### src/design/udi_pkg.sv
// Purpose: Shared constants and carrier types for the DMA interrupt status bank
// Assumes: APB register access, 32-bit data, full byte addresses
// Notes: Endpoints 0 and 1 are control endpoints without DMA
package udi_pkg;

   localparam logic [31:0] SUMMARY_ADDR = 32'he010_c290;
   localparam logic [31:0] ENABLE_ADDR = 32'he010_c294;
   localparam logic [31:0] EOT_STATUS_ADDR = 32'he010_c2a0;
   localparam logic [31:0] EOT_CLEAR_ADDR = 32'he010_c2a4;
   localparam logic [31:0] EOT_SET_ADDR = 32'he010_c2a8;
   localparam logic [31:0] REQ_STATUS_ADDR = 32'he010_c2ac;
   localparam logic [31:0] REQ_CLEAR_ADDR = 32'he010_c2b0;
   localparam logic [31:0] REQ_SET_ADDR = 32'he010_c2b4;
   localparam logic [31:0] ERR_STATUS_ADDR = 32'he010_c2b8;
   localparam logic [31:0] ERR_CLEAR_ADDR = 32'he010_c2bc;
   localparam logic [31:0] ERR_SET_ADDR = 32'he010_c2c0;

   localparam logic [31:0] STATUS_RESET = 32'h0000_0000;
   localparam logic [2:0] ENABLE_RESET = 3'h0;
   localparam logic [31:0] READ_ZERO = 32'h0000_0000;
   // Endpoints that may be raised by the DMA engine
   localparam logic [31:0] DMA_EP_MASK = 32'hffff_fffc;

   localparam int EOT_BIT = 0;
   localparam int REQ_BIT = 1;
   localparam int ERR_BIT = 2;
   localparam int ENABLE_WIDTH = 3;

   typedef enum logic [1:0] {
      UDI_DD_NONE = 2'b00,
      UDI_DD_RETIRED = 2'b01,
      UDI_DD_ERROR = 2'b10
   } udi_dd_reason_type;

   // Events from the DMA engine, one of each kind per cycle
   typedef struct packed {
      logic eot_valid;
      logic eot_error;
      logic [4:0] eot_ep;
      logic req_valid;
      logic req_desc_valid;
      logic [4:0] req_ep;
      logic err_valid;
      logic [4:0] err_ep;
   } udi_event_type;

   // Descriptor status field update toward the DMA engine
   typedef struct packed {
      logic write;
      logic [4:0] ep;
      udi_dd_reason_type reason;
   } udi_desc_status_type;

endpackage

### src/design/udi_status_bank.sv
// Purpose: One 32-bit sticky status bank with set and clear strobes
// Assumes: Set strobes and clear strobe come in the same cycle at most
// Notes: Any set beats a clear of the same bit
`timescale 1ns/1ps
module udi_status_bank (
   input wire logic pclk,
   input wire logic presetn,
   input wire logic [31:0] hw_set,
   input wire logic [31:0] sw_set,
   input wire logic [31:0] sw_clear,
   output logic [31:0] status
);

   logic [31:0] status_reg;
   logic [31:0] status_next;

   always_comb begin
      status_next = (status_reg & ~sw_clear) | sw_set | hw_set;
   end

   always_ff @(posedge pclk or negedge presetn) begin
      if (!presetn) begin
         status_reg <= udi_pkg::STATUS_RESET;
      end else begin
         status_reg <= status_next;
      end
   end

   assign status = status_reg;
endmodule

### src/design/udi_dma_irq.sv
// Purpose: DMA interrupt status banks, summary and enable with APB access
// Assumes: Zero-wait APB slave; DMA engine events synchronous to pclk
// Notes: Read data is captured in the setup cycle
// Functional notes
// - Enable bit 1 gates request summary
// - Enable bit 2 gates error summary
// - Transfer done sets endpoint end bit
// - Completion reason written to descriptor status
// - End status read-only, zero reset
// - End clear write ones clears bits
// - End set write ones sets bits
// - Request without valid descriptor sets bit
// - Request status read-only, zero reset
// - Request clear write ones clears bits
// - Request set write ones sets bits
// - Bus error response sets error bit
// - Error status read-only, zero reset
// - Summary bits OR each status bank
// - Enable bit 0 gates end summary
// - Interrupt is OR of enabled summaries
// - Error clear write ones clears bits
`timescale 1ns/1ps
module udi_dma_irq (
   input wire logic pclk,
   input wire logic presetn,
   input wire logic psel,
   input wire logic penable,
   input wire logic pwrite,
   input wire logic [31:0] paddr,
   input wire logic [31:0] pwdata,
   output logic [31:0] prdata,
   output logic pready,
   output logic pslverr,
   input wire udi_pkg::udi_event_type dma_event,
   output udi_pkg::udi_desc_status_type desc_status,
   output logic dma_irq
);

   logic [31:0] prdata_reg;
   logic [31:0] read_value;
   logic [2:0] enable_reg;
   logic [2:0] summary;
   logic [31:0] eot_status;
   logic [31:0] req_status;
   logic [31:0] err_status;
   logic [31:0] eot_hw;
   logic [31:0] req_hw;
   logic [31:0] err_hw;
   logic [31:0] eot_set;
   logic [31:0] eot_clear;
   logic [31:0] req_set;
   logic [31:0] req_clear;
   logic [31:0] err_set;
   logic [31:0] err_clear;
   logic write_access;
   logic mapped;
   udi_pkg::udi_desc_status_type desc_status_reg;

   // One-hot endpoint bit, control endpoints masked off
   function automatic logic [31:0] ep_bit(input logic valid, input logic [4:0] ep);
      logic [31:0] onehot;
      onehot = 32'h0000_0001 << ep;
      ep_bit = valid ? (onehot & udi_pkg::DMA_EP_MASK) : 32'h0000_0000;
   endfunction

   // Write strobes for one register, all zero when not addressed
   function automatic logic [31:0] wr_bits(input logic wr, input logic [31:0] addr,
         input logic [31:0] target, input logic [31:0] data);
      wr_bits = (wr && (addr == target)) ? data : 32'h0000_0000;
   endfunction

   function automatic logic is_mapped(input logic [31:0] addr);
      case (addr)
         udi_pkg::SUMMARY_ADDR, udi_pkg::ENABLE_ADDR,
         udi_pkg::EOT_STATUS_ADDR, udi_pkg::EOT_CLEAR_ADDR, udi_pkg::EOT_SET_ADDR,
         udi_pkg::REQ_STATUS_ADDR, udi_pkg::REQ_CLEAR_ADDR, udi_pkg::REQ_SET_ADDR,
         udi_pkg::ERR_STATUS_ADDR, udi_pkg::ERR_CLEAR_ADDR,
         udi_pkg::ERR_SET_ADDR: is_mapped = 1'b1;
         default: is_mapped = 1'b0;
      endcase
   endfunction

   assign write_access = psel && penable && pwrite;
   assign mapped = is_mapped(paddr);
   assign pready = 1'b1;
   assign pslverr = psel && penable && !mapped;

   // Hardware event decode
   assign eot_hw = ep_bit(dma_event.eot_valid, dma_event.eot_ep);
   assign req_hw = ep_bit(dma_event.req_valid && !dma_event.req_desc_valid,
      dma_event.req_ep);
   assign err_hw = ep_bit(dma_event.err_valid, dma_event.err_ep);

   // Software strobes; status addresses take no write
   assign eot_clear = wr_bits(write_access, paddr, udi_pkg::EOT_CLEAR_ADDR, pwdata);
   assign eot_set = wr_bits(write_access, paddr, udi_pkg::EOT_SET_ADDR, pwdata);
   assign req_clear = wr_bits(write_access, paddr, udi_pkg::REQ_CLEAR_ADDR, pwdata);
   assign req_set = wr_bits(write_access, paddr, udi_pkg::REQ_SET_ADDR, pwdata);
   assign err_clear = wr_bits(write_access, paddr, udi_pkg::ERR_CLEAR_ADDR, pwdata);
   assign err_set = wr_bits(write_access, paddr, udi_pkg::ERR_SET_ADDR, pwdata);

   udi_status_bank eot_bank (
      .pclk(pclk),
      .presetn(presetn),
      .hw_set(eot_hw),
      .sw_set(eot_set),
      .sw_clear(eot_clear),
      .status(eot_status)
   );

   udi_status_bank req_bank (
      .pclk(pclk),
      .presetn(presetn),
      .hw_set(req_hw),
      .sw_set(req_set),
      .sw_clear(req_clear),
      .status(req_status)
   );

   udi_status_bank err_bank (
      .pclk(pclk),
      .presetn(presetn),
      .hw_set(err_hw),
      .sw_set(err_set),
      .sw_clear(err_clear),
      .status(err_status)
   );

   // Only the three defined enable bits are stored
   always_ff @(posedge pclk or negedge presetn) begin
      if (!presetn) begin
         enable_reg <= udi_pkg::ENABLE_RESET;
      end else if (write_access && (paddr == udi_pkg::ENABLE_ADDR)) begin
         enable_reg <= pwdata[udi_pkg::ENABLE_WIDTH-1:0];
      end
   end

   assign summary[udi_pkg::EOT_BIT] = |eot_status;
   assign summary[udi_pkg::REQ_BIT] = |req_status;
   assign summary[udi_pkg::ERR_BIT] = |err_status;

   assign dma_irq = |(summary & enable_reg);

   always_comb begin
      case (paddr)
         udi_pkg::SUMMARY_ADDR: read_value = {29'h0, summary};
         udi_pkg::ENABLE_ADDR: read_value = {29'h0, enable_reg};
         udi_pkg::EOT_STATUS_ADDR: read_value = eot_status;
         udi_pkg::REQ_STATUS_ADDR: read_value = req_status;
         udi_pkg::ERR_STATUS_ADDR: read_value = err_status;
         default: read_value = udi_pkg::READ_ZERO;
      endcase
   end

   // Captured in the setup cycle, held through the access cycle
   always_ff @(posedge pclk or negedge presetn) begin
      if (!presetn) begin
         prdata_reg <= udi_pkg::READ_ZERO;
      end else if (psel && !penable && !pwrite) begin
         prdata_reg <= read_value;
      end
   end

   assign prdata = prdata_reg;

   // Descriptor status update, one cycle after the end event
   always_ff @(posedge pclk or negedge presetn) begin
      if (!presetn) begin
         desc_status_reg <= '{write: 1'b0, ep: 5'h00, reason: udi_pkg::UDI_DD_NONE};
      end else begin
         desc_status_reg.write <= dma_event.eot_valid;
         desc_status_reg.ep <= dma_event.eot_ep;
         desc_status_reg.reason <= !dma_event.eot_valid ? udi_pkg::UDI_DD_NONE :
            (dma_event.eot_error ? udi_pkg::UDI_DD_ERROR : udi_pkg::UDI_DD_RETIRED);
      end
   end

   assign desc_status = desc_status_reg;
endmodule

### config.mk
export PLATFORM = sky130hd
export DESIGN_NAME = udi_dma_irq
export DESIGN_NICKNAME = d
export VERILOG_FILES = /design/src/design/udi_pkg.sv /design/src/design/udi_status_bank.sv /design/src/design/udi_dma_irq.sv
export SDC_FILE = /design/constraint.sdc
export NUM_CORES = 1
export LEC_CHECK = 0
export ABC_AREA = 1
export BUFFER_PORTS_ARGS = -buffer_cell sky130_fd_sc_hd__buf_2
export CAP_MARGIN = 10
export CORE_ASPECT_RATIO = 1.2
export CORE_MARGIN = 5
export CORE_UTILIZATION = 45
export DETAILED_ROUTE_END_ITERATION = 12
export PLACE_DENSITY_LB_ADDON = 0.25
export REMOVE_ABC_BUFFERS = 1
export SYNTH_ARGS = -nofsm -noshare
export SYNTH_HDL_FRONTEND = slang
export SYNTH_SLANG_ARGS = --single-unit
export TNS_END_PERCENT = 30
### constraint.sdc
create_clock -name pclk -period 2.1 [get_ports pclk]
set_clock_uncertainty 0.2 [all_clocks]
set_input_delay 0 -clock pclk [delete_from_list [all_inputs] [get_ports pclk]]
set_output_delay 0 -clock pclk [all_outputs]
set_load 0.02 [all_outputs]
==> impl_summary.md, run 1 <==
Hold path
The start point of the worst hold path is psel. The path class of the lowest-slack min-delay path is primary input to flop.

Timing
The final number of setup-violating endpoints is 2. The top achievable clock speed is 467 MHz. The tightest hold margin is -0.00501 ns. For the final routed database, the setup TNS stands at -0.0632 ns. The number of hold violations in the final report is 3. Once routing completed, OpenROAD measured the worst setup slack at -0.0399 ns. The worst pin sits at a relative slew slack of 50.5%.

The slew at the pin closest to its max-slew limit is approximately 0.74 ns. The number of slew-limit violations in the final report is 0. For the finished layout, the period the worst path requires is 2.14 ns. The final critical-path share of the clock period is 102%. Setup repair after global routing could not meet its margin everywhere.

Critical path
The critical path depth is 7. The number of buffers and inverters on the critical path is 4. By startpoint and endpoint, the worst setup path is classified as primary input to flop. Following the worst setup path forward leads to its endpoint at err_bank.status[4].

The cell family with the largest share of critical-path delay is buffers and inverters. At the worst endpoint, the required time is around 2.3 ns. The category of the worst setup path launch point is a primary input. The setup check on the worst reg-to-reg path leaves a slack of 0.48 ns. The most critical setup path has its startpoint at dma_event[2]. Traced cell by cell, the critical path runs through dlygate4sd3_1 > buf_2 > inv_1 > nor4_1 > nand2_1 > nand3_1 > dlygate4sd3_1. In this design, the stage delay of the slowest critical-path cell is 0.58 ns. The endpoint arrival time on the critical path is 2.31 ns.

Among the stages of the critical path, the cell type that occurs most often is sky130_fd_sc_hd__dlygate4sd3_1. In this run the worst path has a maximum fanout of 10. The logic depth of the worst register-to-register path is 8.

The slowest library cell on the worst path is sky130_fd_sc_hd__nor4_1. The worst setup path is captured at a flop. The worst register-to-register path ends at prdata[1]. The startpoint identified for the worst register-to-register timing path is req_bank.status[24].

CTS
The number of buffers inserted during clock tree synthesis is 17. The CTS tree is yes. The number of post-CTS setup repair buffers is 0. The tree is rooted in a sky130_fd_sc_hd__clkbuf_16. In this run the number of H-tree levels came out at 4. The maximum clock path buffer count is 2. The clock latency on the worst-skew pair is about 0.43 ns. The count of clock tree sinks is 139.

The clock-pin slew on the worst setup and hold paths is 0.06 ns.

Outcome
The final reports fail on hold timing, setup timing. The run finished, with violations left.

Synthesis
The library cell occupying the most area in the post-synthesis netlist is sky130_fd_sc_hd__dfrtp_1. Counting flops and latches in the post-synthesis netlist gives 139. The cell count after synthesis came out at roughly 1,200. Of the synthesized area, sequential elements account for between 40% and 50%. In this run the mean area of a mapped cell was 6.73 um2. The dominant synthesized flop cell is sky130_fd_sc_hd__dfrtp_1. By count the netlist is led by sky130_fd_sc_hd__nand2_1 (420), sky130_fd_sc_hd__nand3_1 (244), sky130_fd_sc_hd__dfrtp_1 (139). The most common cell in the netlist is sky130_fd_sc_hd__nand2_1.

The unique cell type count in the Yosys netlist is 26. Yosys mapped a number of flops with a built-in enable equal to 0. For this run, asynchronously set or reset flops after synthesis account for 100%. The share of synthesized area in the top cell type comes to 42.8%. The Yosys step of the flow raised 0 warnings. By area the synthesized netlist is led by sky130_fd_sc_hd__dfrtp_1 (43%), sky130_fd_sc_hd__nand2_1 (19%), sky130_fd_sc_hd__nand3_1 (15%), sky130_fd_sc_hd__nor2_1 (6.2%), sky130_fd_sc_hd__o21ai_1 (3.7%). The area of the mapped netlist is 8120 um2.

Die
The die covers 20,800 um2. 132 I/O pins were placed. The horizontal extent of the die is 133 um.

The starting density of the core is 46.0%. The total core area is 17,600 um2. The y dimension of the die is 157 um. The floorplan has 53 rows.

Power and ir drop
The total power of the final layout is around 7.5 mW. Across the VDD grid, the largest voltage drop is 472 uV. For this design the ratio of total power to cell area is 722 nW/um2.

In this run the static leakage power is slightly above 5 nW.

Layout
The final core area utilization is roughly three fifths. Of the cells placed in the final design, the portion with a size suffix greater than 1 is 15.7%. The number of nets at the end of the flow is 1,489. Fill cells in the final layout number roughly 1,600. From synthesis to final layout, the design area changed by 28.3%. The post-layout instance area is 10,400 um2. The number of antenna diodes in the final layout is 0. For this run, the number of standard cells in the final layout without fillers is 1,632.

Global routing
The total congestion overflow is 0. The via count of the first global-routing pass was 8,582. The first global-routing pass estimated between 40 and 50 mm of wire. Global routing used 27.2% of the available tracks.

The initial antenna violation count came to 0. The pin count of the biggest net entering global routing is between 50 and 60.

Place
The count of buffers from port buffering is between 100 and 150. The number of cells after detailed placement is approximately 1,500. Routability-driven placement finished with a final weighted congestion of 0.917.

Summed over all nets, the half-perimeter wirelength after detailed placement is roughly 19 mm. The standard cell area after detailed placement is 9110 um2. Prior to clock tree synthesis, the placed netlist has a worst setup slack of around 0.33 ns.

Drt
The first detailed-routing pass ran for 6 iterations. The detailed-route wire length is ~28 mm. The number of DRC markers in iteration 0 is between 900 and 1,000. Dividing the detail-routed via count by the number of cells gives 5.51.

The number of antenna-violating nets in the routed design is 0. The total vias in the final route is 8,986. The remaining design rule violation count is 0.

The final routed wire length divided by cell count is 17.4 um.

Run
The tool flagged a number of max-cap violations equal to 0.
tightest hold or removal path, cell delays in order:
cell                      delay, ns
sky130_fd_sc_hd__buf_2         0.10
sky130_fd_sc_hd__nand2_1       0.07
sky130_fd_sc_hd__buf_4         0.27
sky130_fd_sc_hd__nand2_1       0.10
sky130_fd_sc_hd__nand2_1       0.04
repair_timing:
action,CTS,global route
endpoints found under the setup margin,0,8
hold endpoints to repair,246,0
resized for setup,0,13
hold buffers,70,0
power by group:
part | switching, mW | total, mW | leakage, nW | internal, mW
registers | 0.318 | 3.38 | 1.72 | 3.07
logic | 0.677 | 1.17 | 3.06 | 0.493
clock network | 1.14 | 2.97 | 0.276 | 1.83
total | 2.13 | 7.52 | 5.06 | 5.39
routing by layer:
metal / vias to the layer above / GRT usage, % / part of all wire, %
li1: 4297 / - / -
met1: 4128 / 35.2 / 41
met2: 466 / 43.9 / 46
met3: 95 / 5.53 / 8.6
met4: 0 / 13.2 / 4.5
met5: - / 0 / 0
cell families after synthesis:
logic type | after synthesis | share of synthesized area [%]
flip-flops | 139 | 42.8
buffers and inverters | 143 | 7.86
AND/OR/NAND/NOR | 849 | 44.7
AO/OA/AOI/OAI | 75 | 4.62
other | 1 | 0.0462
worst min path at each step:
stage                           endpoint  slack (ns)  depth (start not counted)
after CTS                     prdata[28]       0.002                          5
after global placement        prdata[28]       -0.19                          1
after detailed placement      prdata[28]       -0.19                          1
after floorplan           desc_status[0]       -0.50                          0
final                         prdata[15]      -0.005                          5
after global routing          prdata[28]        0.05                          5
cell type report:
class,count,area [um2],share of cell area [%]
Sequential cell,139,3480,33.4
Clock buffer,24,482,4.62
Tap cell,220,275,2.64
Multi-Input combinational cell,925,4050,38.9
Inverter,89,337,3.23
Timing Repair Buffer,228,1710,16.4
Clock inverter,7,90.1,0.864
placed cells by master (no fill, tap or decap), types with 2 or more instances in the layout:
master	count
sky130_fd_sc_hd__a21oi_1	3
sky130_fd_sc_hd__buf_12	11
sky130_fd_sc_hd__buf_2	129
sky130_fd_sc_hd__buf_4	17
sky130_fd_sc_hd__bufinv_16	2
sky130_fd_sc_hd__clkbuf_1	4
sky130_fd_sc_hd__clkbuf_16	17
sky130_fd_sc_hd__clkbuf_8	3
sky130_fd_sc_hd__clkinv_1	4
sky130_fd_sc_hd__clkinv_2	5
sky130_fd_sc_hd__clkinvlp_4	2
sky130_fd_sc_hd__dfrtp_1	139
sky130_fd_sc_hd__dlygate4sd3_1	70
sky130_fd_sc_hd__inv_1	76
sky130_fd_sc_hd__inv_2	7
sky130_fd_sc_hd__nand2_1	419
sky130_fd_sc_hd__nand2_2	5
sky130_fd_sc_hd__nand3_1	244
sky130_fd_sc_hd__nand4_1	2
sky130_fd_sc_hd__nor2_1	127
sky130_fd_sc_hd__nor2_2	14
sky130_fd_sc_hd__nor3_1	13
sky130_fd_sc_hd__nor3_4	2
sky130_fd_sc_hd__nor4_1	18
sky130_fd_sc_hd__nor4_2	2
sky130_fd_sc_hd__o21ai_0	10
sky130_fd_sc_hd__o21ai_1	61
No activity file was read; power rests on OpenSTA's default activity.
==> inputs of run 2 (changes only) <==
--- a/config.mk
+++ b/config.mk
@@ -12,9 +12,11 @@
 export CORE_MARGIN = 5
 export CORE_UTILIZATION = 45
 export DETAILED_ROUTE_END_ITERATION = 12
+export MAX_ROUTING_LAYER = met4
 export PLACE_DENSITY_LB_ADDON = 0.25
 export REMOVE_ABC_BUFFERS = 1
 export SYNTH_ARGS = -nofsm -noshare
 export SYNTH_HDL_FRONTEND = slang
+export SYNTH_HIERARCHICAL = 1
 export SYNTH_SLANG_ARGS = --single-unit
 export TNS_END_PERCENT = 30
==> run 2 against run 1 <==
Global-route usage up 0.65 points. Setup slack better by 0.075 ns. Routed wire length is 4.0% higher. Synthesized cell count rose by 20%. Maximum frequency rose by 3.6%. Register-to-register slack lost 0.02 ns. Largest power group unchanged. Synthesized area rose by 7.9%. Largest cell class unchanged. The run now ends clean.
==> impl_summary.md, run 2 <==
Outcome
The flow ran to the end, and the final reports show no timing, DRC or antenna violations.

Synthesis
Sorting the synthesized cells by area gives the leading types as sky130_fd_sc_hd__dfrtp_1 (40%), sky130_fd_sc_hd__nand2_1 (20%), sky130_fd_sc_hd__nor2_1 (20%), sky130_fd_sc_hd__inv_1 (7.8%), sky130_fd_sc_hd__nand3_1 (3.1%). Ranked by instance count, the synthesized netlist is headed by sky130_fd_sc_hd__nand2_1 (473), sky130_fd_sc_hd__nor2_1 (467), sky130_fd_sc_hd__inv_1 (183). The library cell occupying the most area in the post-synthesis netlist is sky130_fd_sc_hd__dfrtp_1.

The post-synthesis sequential element count is 139. The count of mapped cells out of synthesis is 1,451. In this run, synthesis inferred 0 flip-flops with an integrated enable. Of the post-synthesis cell area, the dominant cell type holds 39.7%. The post-synthesis average cell area is 6.04 um2. The area of the mapped netlist is 8770 um2. During synthesis, Yosys emitted a total of 6 warnings. The most common cell in the netlist is sky130_fd_sc_hd__nand2_1. For this run, asynchronously set or reset flops after synthesis account for 100%.

The sequential share of the synthesized area is 39.7%. Synthesis instantiated 23 different standard cells from the library. The dominant synthesized flop cell is sky130_fd_sc_hd__dfrtp_1.

Timing
The clock period minus worst slack is 2.07 ns. At the pin with the least slew margin, the transition time is 0.620 ns. Setup violations remaining at the end of the flow were counted as 0. The number of hold violations in the final report is 0. The tightest hold margin is 0.0147 ns. Derived from the worst setup path, the maximum achievable clock frequency is a little under 500 MHz. Setup repair after global routing left no endpoint under its margin. The final critical-path share of the clock period is 98.3%. The number of slew-limit violations in the final report is 0.

Measured against its own limit, the worst slew margin works out to 58.3%. Summed over all failing endpoints, the final setup total negative slack is 0 ns.

Place
The HPWL reported at the end of detailed placement is about 21 mm. The routability congestion estimate from global placement is 0.937. The count of buffers from port buffering is 130.

The standard cell area after detailed placement is 9790 um2.

Critical path
The critical path goes through dlygate4sd3_1 > buf_2 > nor4_1 > dlygate4sd3_1 > nor2_1 > dlygate4sd3_1 > nand2_1. The cell family with the largest share of critical-path delay is buffers and inverters. The number of buffers and inverters on the critical path is 4.

The endpoint arrival time on the critical path is around 2.2 ns. The most numerous cell on the critical path is sky130_fd_sc_hd__dlygate4sd3_1. The endpoint type of the worst setup path is a flop. The critical path class is primary input to flop.

The required time at the worst-slack endpoint is 2.26 ns. The largest stage delay on the critical path is 0.59 ns. The category of the worst setup path launch point is a primary input. In this run the worst path has a maximum fanout of 5. Among all stages on the critical path, the largest delay is contributed by sky130_fd_sc_hd__dlygate4sd3_1.

Power and ir drop
Across the VDD grid, the largest voltage drop is 565 uV. The static leakage power is 5.79 nW. Dividing total power by cell area gives a power density of 665 nW/um2.

CTS
Clock latency on the worst-skew pair, taken at its later pin, is 0.43 ns. The maximum clock path buffer count is 2. In this run, CTS created clock tree buffers numbering 17. For this design, the sink count on the clock tree is 139. The buffer type at the clock tree root is sky130_fd_sc_hd__clkbuf_16.

The H-tree depth is 4. After clock tree synthesis, the setup repair step added 0 buffers. The CTS tree is yes. The clock-pin slew on the worst setup and hold paths is ~0.060 ns.

Layout
The growth of design area from synthesis to finish is 26.9%. At the end of the flow the core is filled with cells to 57.5%. The most common library cell in the layout ignoring fill and taps is sky130_fd_sc_hd__nand2_1. The ratio of cells with drive above 1 in the final layout is around 13%. The filler cell count in the final layout is 1,944.

After routing the design area is 11,100 um2. The number of nets at the end of the flow is between 1,500 and 2,000. The library cells used most frequently in the layout, excluding fill and tap cells, are sky130_fd_sc_hd__nand2_1 (473), sky130_fd_sc_hd__nor2_1 (465), sky130_fd_sc_hd__inv_1 (183), sky130_fd_sc_hd__dfrtp_1 (139), sky130_fd_sc_hd__buf_2 (129). The sequential standard cell area is 3480 um2. The multi-input combinational cells in the finished layout cover a total of roughly 4400 um2.

Drt
The number of DRC markers in iteration 0 is 981. After detailed routing, the number of remaining DRC violations is 0. In this run the remaining antenna-violating nets after routing total 0. The total vias in the final route is 9,464.

The number of detailed-route iterations in the first pass is 6. The via-per-instance ratio is 4.90. The final routed wire length divided by cell count is 15.3 um.

The final layout contains routed wiring with a total length of 29.5 mm.

Die
The total core area is 19,300 um2. From left edge to right edge, the die measures 137 um. From bottom edge to top edge, the die measures about 160 um. The die covers 22,400 um2. For this configuration, the core starts out at a cell density of 45.3%. The number of top-level design ports is 132. The floorplan has 56 rows.

Global routing
The met3 usage in global routing is 4.26%. The via count of the first global-routing pass is 9,115. Entering global routing, the biggest net connects 54 pins. The first-pass GRT wire length is 46.8 mm. The global-route met1 utilization is 33.9%. Global routing finished with a remaining overflow of 0.

Global routing consumed, over all layers together, between 20% and 30% of the routing resources. The initial antenna violation count came to 1. The busiest layer in global routing is met2.

Global routing used 46.4% of the available met2 tracks.

Hold path
The path class of the lowest-slack min-delay path is primary input to flop.

Run
Max-cap violations in this run came to 0.
-- run 2: changes by cell type in the layout (fill, tap and decap cells not counted), moves of 6 or more --
cell | previous run | this run
sky130_fd_sc_hd__conb_1 | 1 | 7
sky130_fd_sc_hd__inv_1 | 76 | 183
sky130_fd_sc_hd__nand2_1 | 419 | 473
sky130_fd_sc_hd__nand3_1 | 244 | 54
sky130_fd_sc_hd__nand4_1 | 2 | 23
sky130_fd_sc_hd__nor2_1 | 127 | 465
sky130_fd_sc_hd__nor2_2 | 14 | 6
sky130_fd_sc_hd__nor4_1 | 18 | 10
sky130_fd_sc_hd__o21ai_0 | 10 | 0
sky130_fd_sc_hd__o21ai_1 | 61 | 3
-- run 2: area by class of cell --
| type | instances | area share, % |
|---|---|---|
| Inverter | 195 | 6.65 |
| Clock inverter | 6 | 0.798 |
| Antenna cell | 1 | 0.0225 |
| Multi-Input combinational cell | 1080 | 39.2 |
| Sequential cell | 139 | 31.3 |
| Tap cell | 261 | 2.93 |
| Timing Repair Buffer | 225 | 14.8 |
| Clock buffer | 24 | 4.33 |
-- run 2: per-layer routing --
layer / wire length [um] / part of all wire (%)
met1: 12000 / 41
met2: 14500 / 49
met3: 2000 / 6.8
met4: 957 / 3.2
met5: 0 / 0
-- run 2: power breakdown --
group | leakage, nW | total (mW) | internal, mW | switching [mW]
sequential | 1.69 | 3.42 | 3.07 | 0.351
combinational | 3.82 | 1.02 | 0.392 | 0.624
clock | 0.272 | 2.97 | 1.83 | 1.14
-- run 2: logic make-up (layout without fill, tap and decap cells) --
| logic type | count (synthesis) | count (layout) | share of synthesized area, % |
|---|---|---|---|
| other | 2 | 8 | 0.0857 |
| AO/OA/AOI/OAI | 9 | 9 | 0.514 |
| flip-flops | 139 | 139 | 39.7 |
| AND/OR/NAND/NOR | 1064 | 1064 | 48.6 |
| buffers and inverters | 237 | 450 | 11.1 |
-- run 2: final timing paths --
kind / slack (ns) / from / to / depth (start not counted)
setup / recovery: 0.03 / dma_event[2] / err_bank/status[16] / 7
hold / removal: 0.01 / paddr[7] / prdata[2] / 7
setup reg to reg: 0.46 / eot_bank/status[26] / prdata[0] / 6
hold reg to reg: 0.27 / prdata[17] / prdata[17] / 2
max in group asynchronous: 0.52 / presetn / req_bank/status[31] / 4
min in group asynchronous: 0.45 / presetn / eot_bank/status[13] / 3
-- run 2: worst register-to-register path, cell delays in order (launching register included) --
cell	delay (ns)
sky130_fd_sc_hd__dfrtp_1	0.40
sky130_fd_sc_hd__nor2_1	0.15
sky130_fd_sc_hd__nand4_1	0.20
sky130_fd_sc_hd__nor2_2	0.21
sky130_fd_sc_hd__nand2_1	0.12
sky130_fd_sc_hd__a21oi_1	0.14
sky130_fd_sc_hd__a21oi_1	0.08
-- run 2: per-stage QoR --
step           std cells  worst slack [ns]  total power [mW]
2_1_floorplan       1414             -1.17              3.89
3_3_place_gp        1827             0.284              4.33
3_5_place_dp        1827             0.242              4.36
4_1_cts             1930            0.0213              7.40
5_1_grt             1931         0.0000504              7.75
6_report            1931            0.0348              7.40
-- run 2: what timing repair did --
action,in CTS,in global routing
setup endpoints to repair,0,6
endpoints found under the hold margin,271,0
resized for setup,0,9
hold buffers,73,0
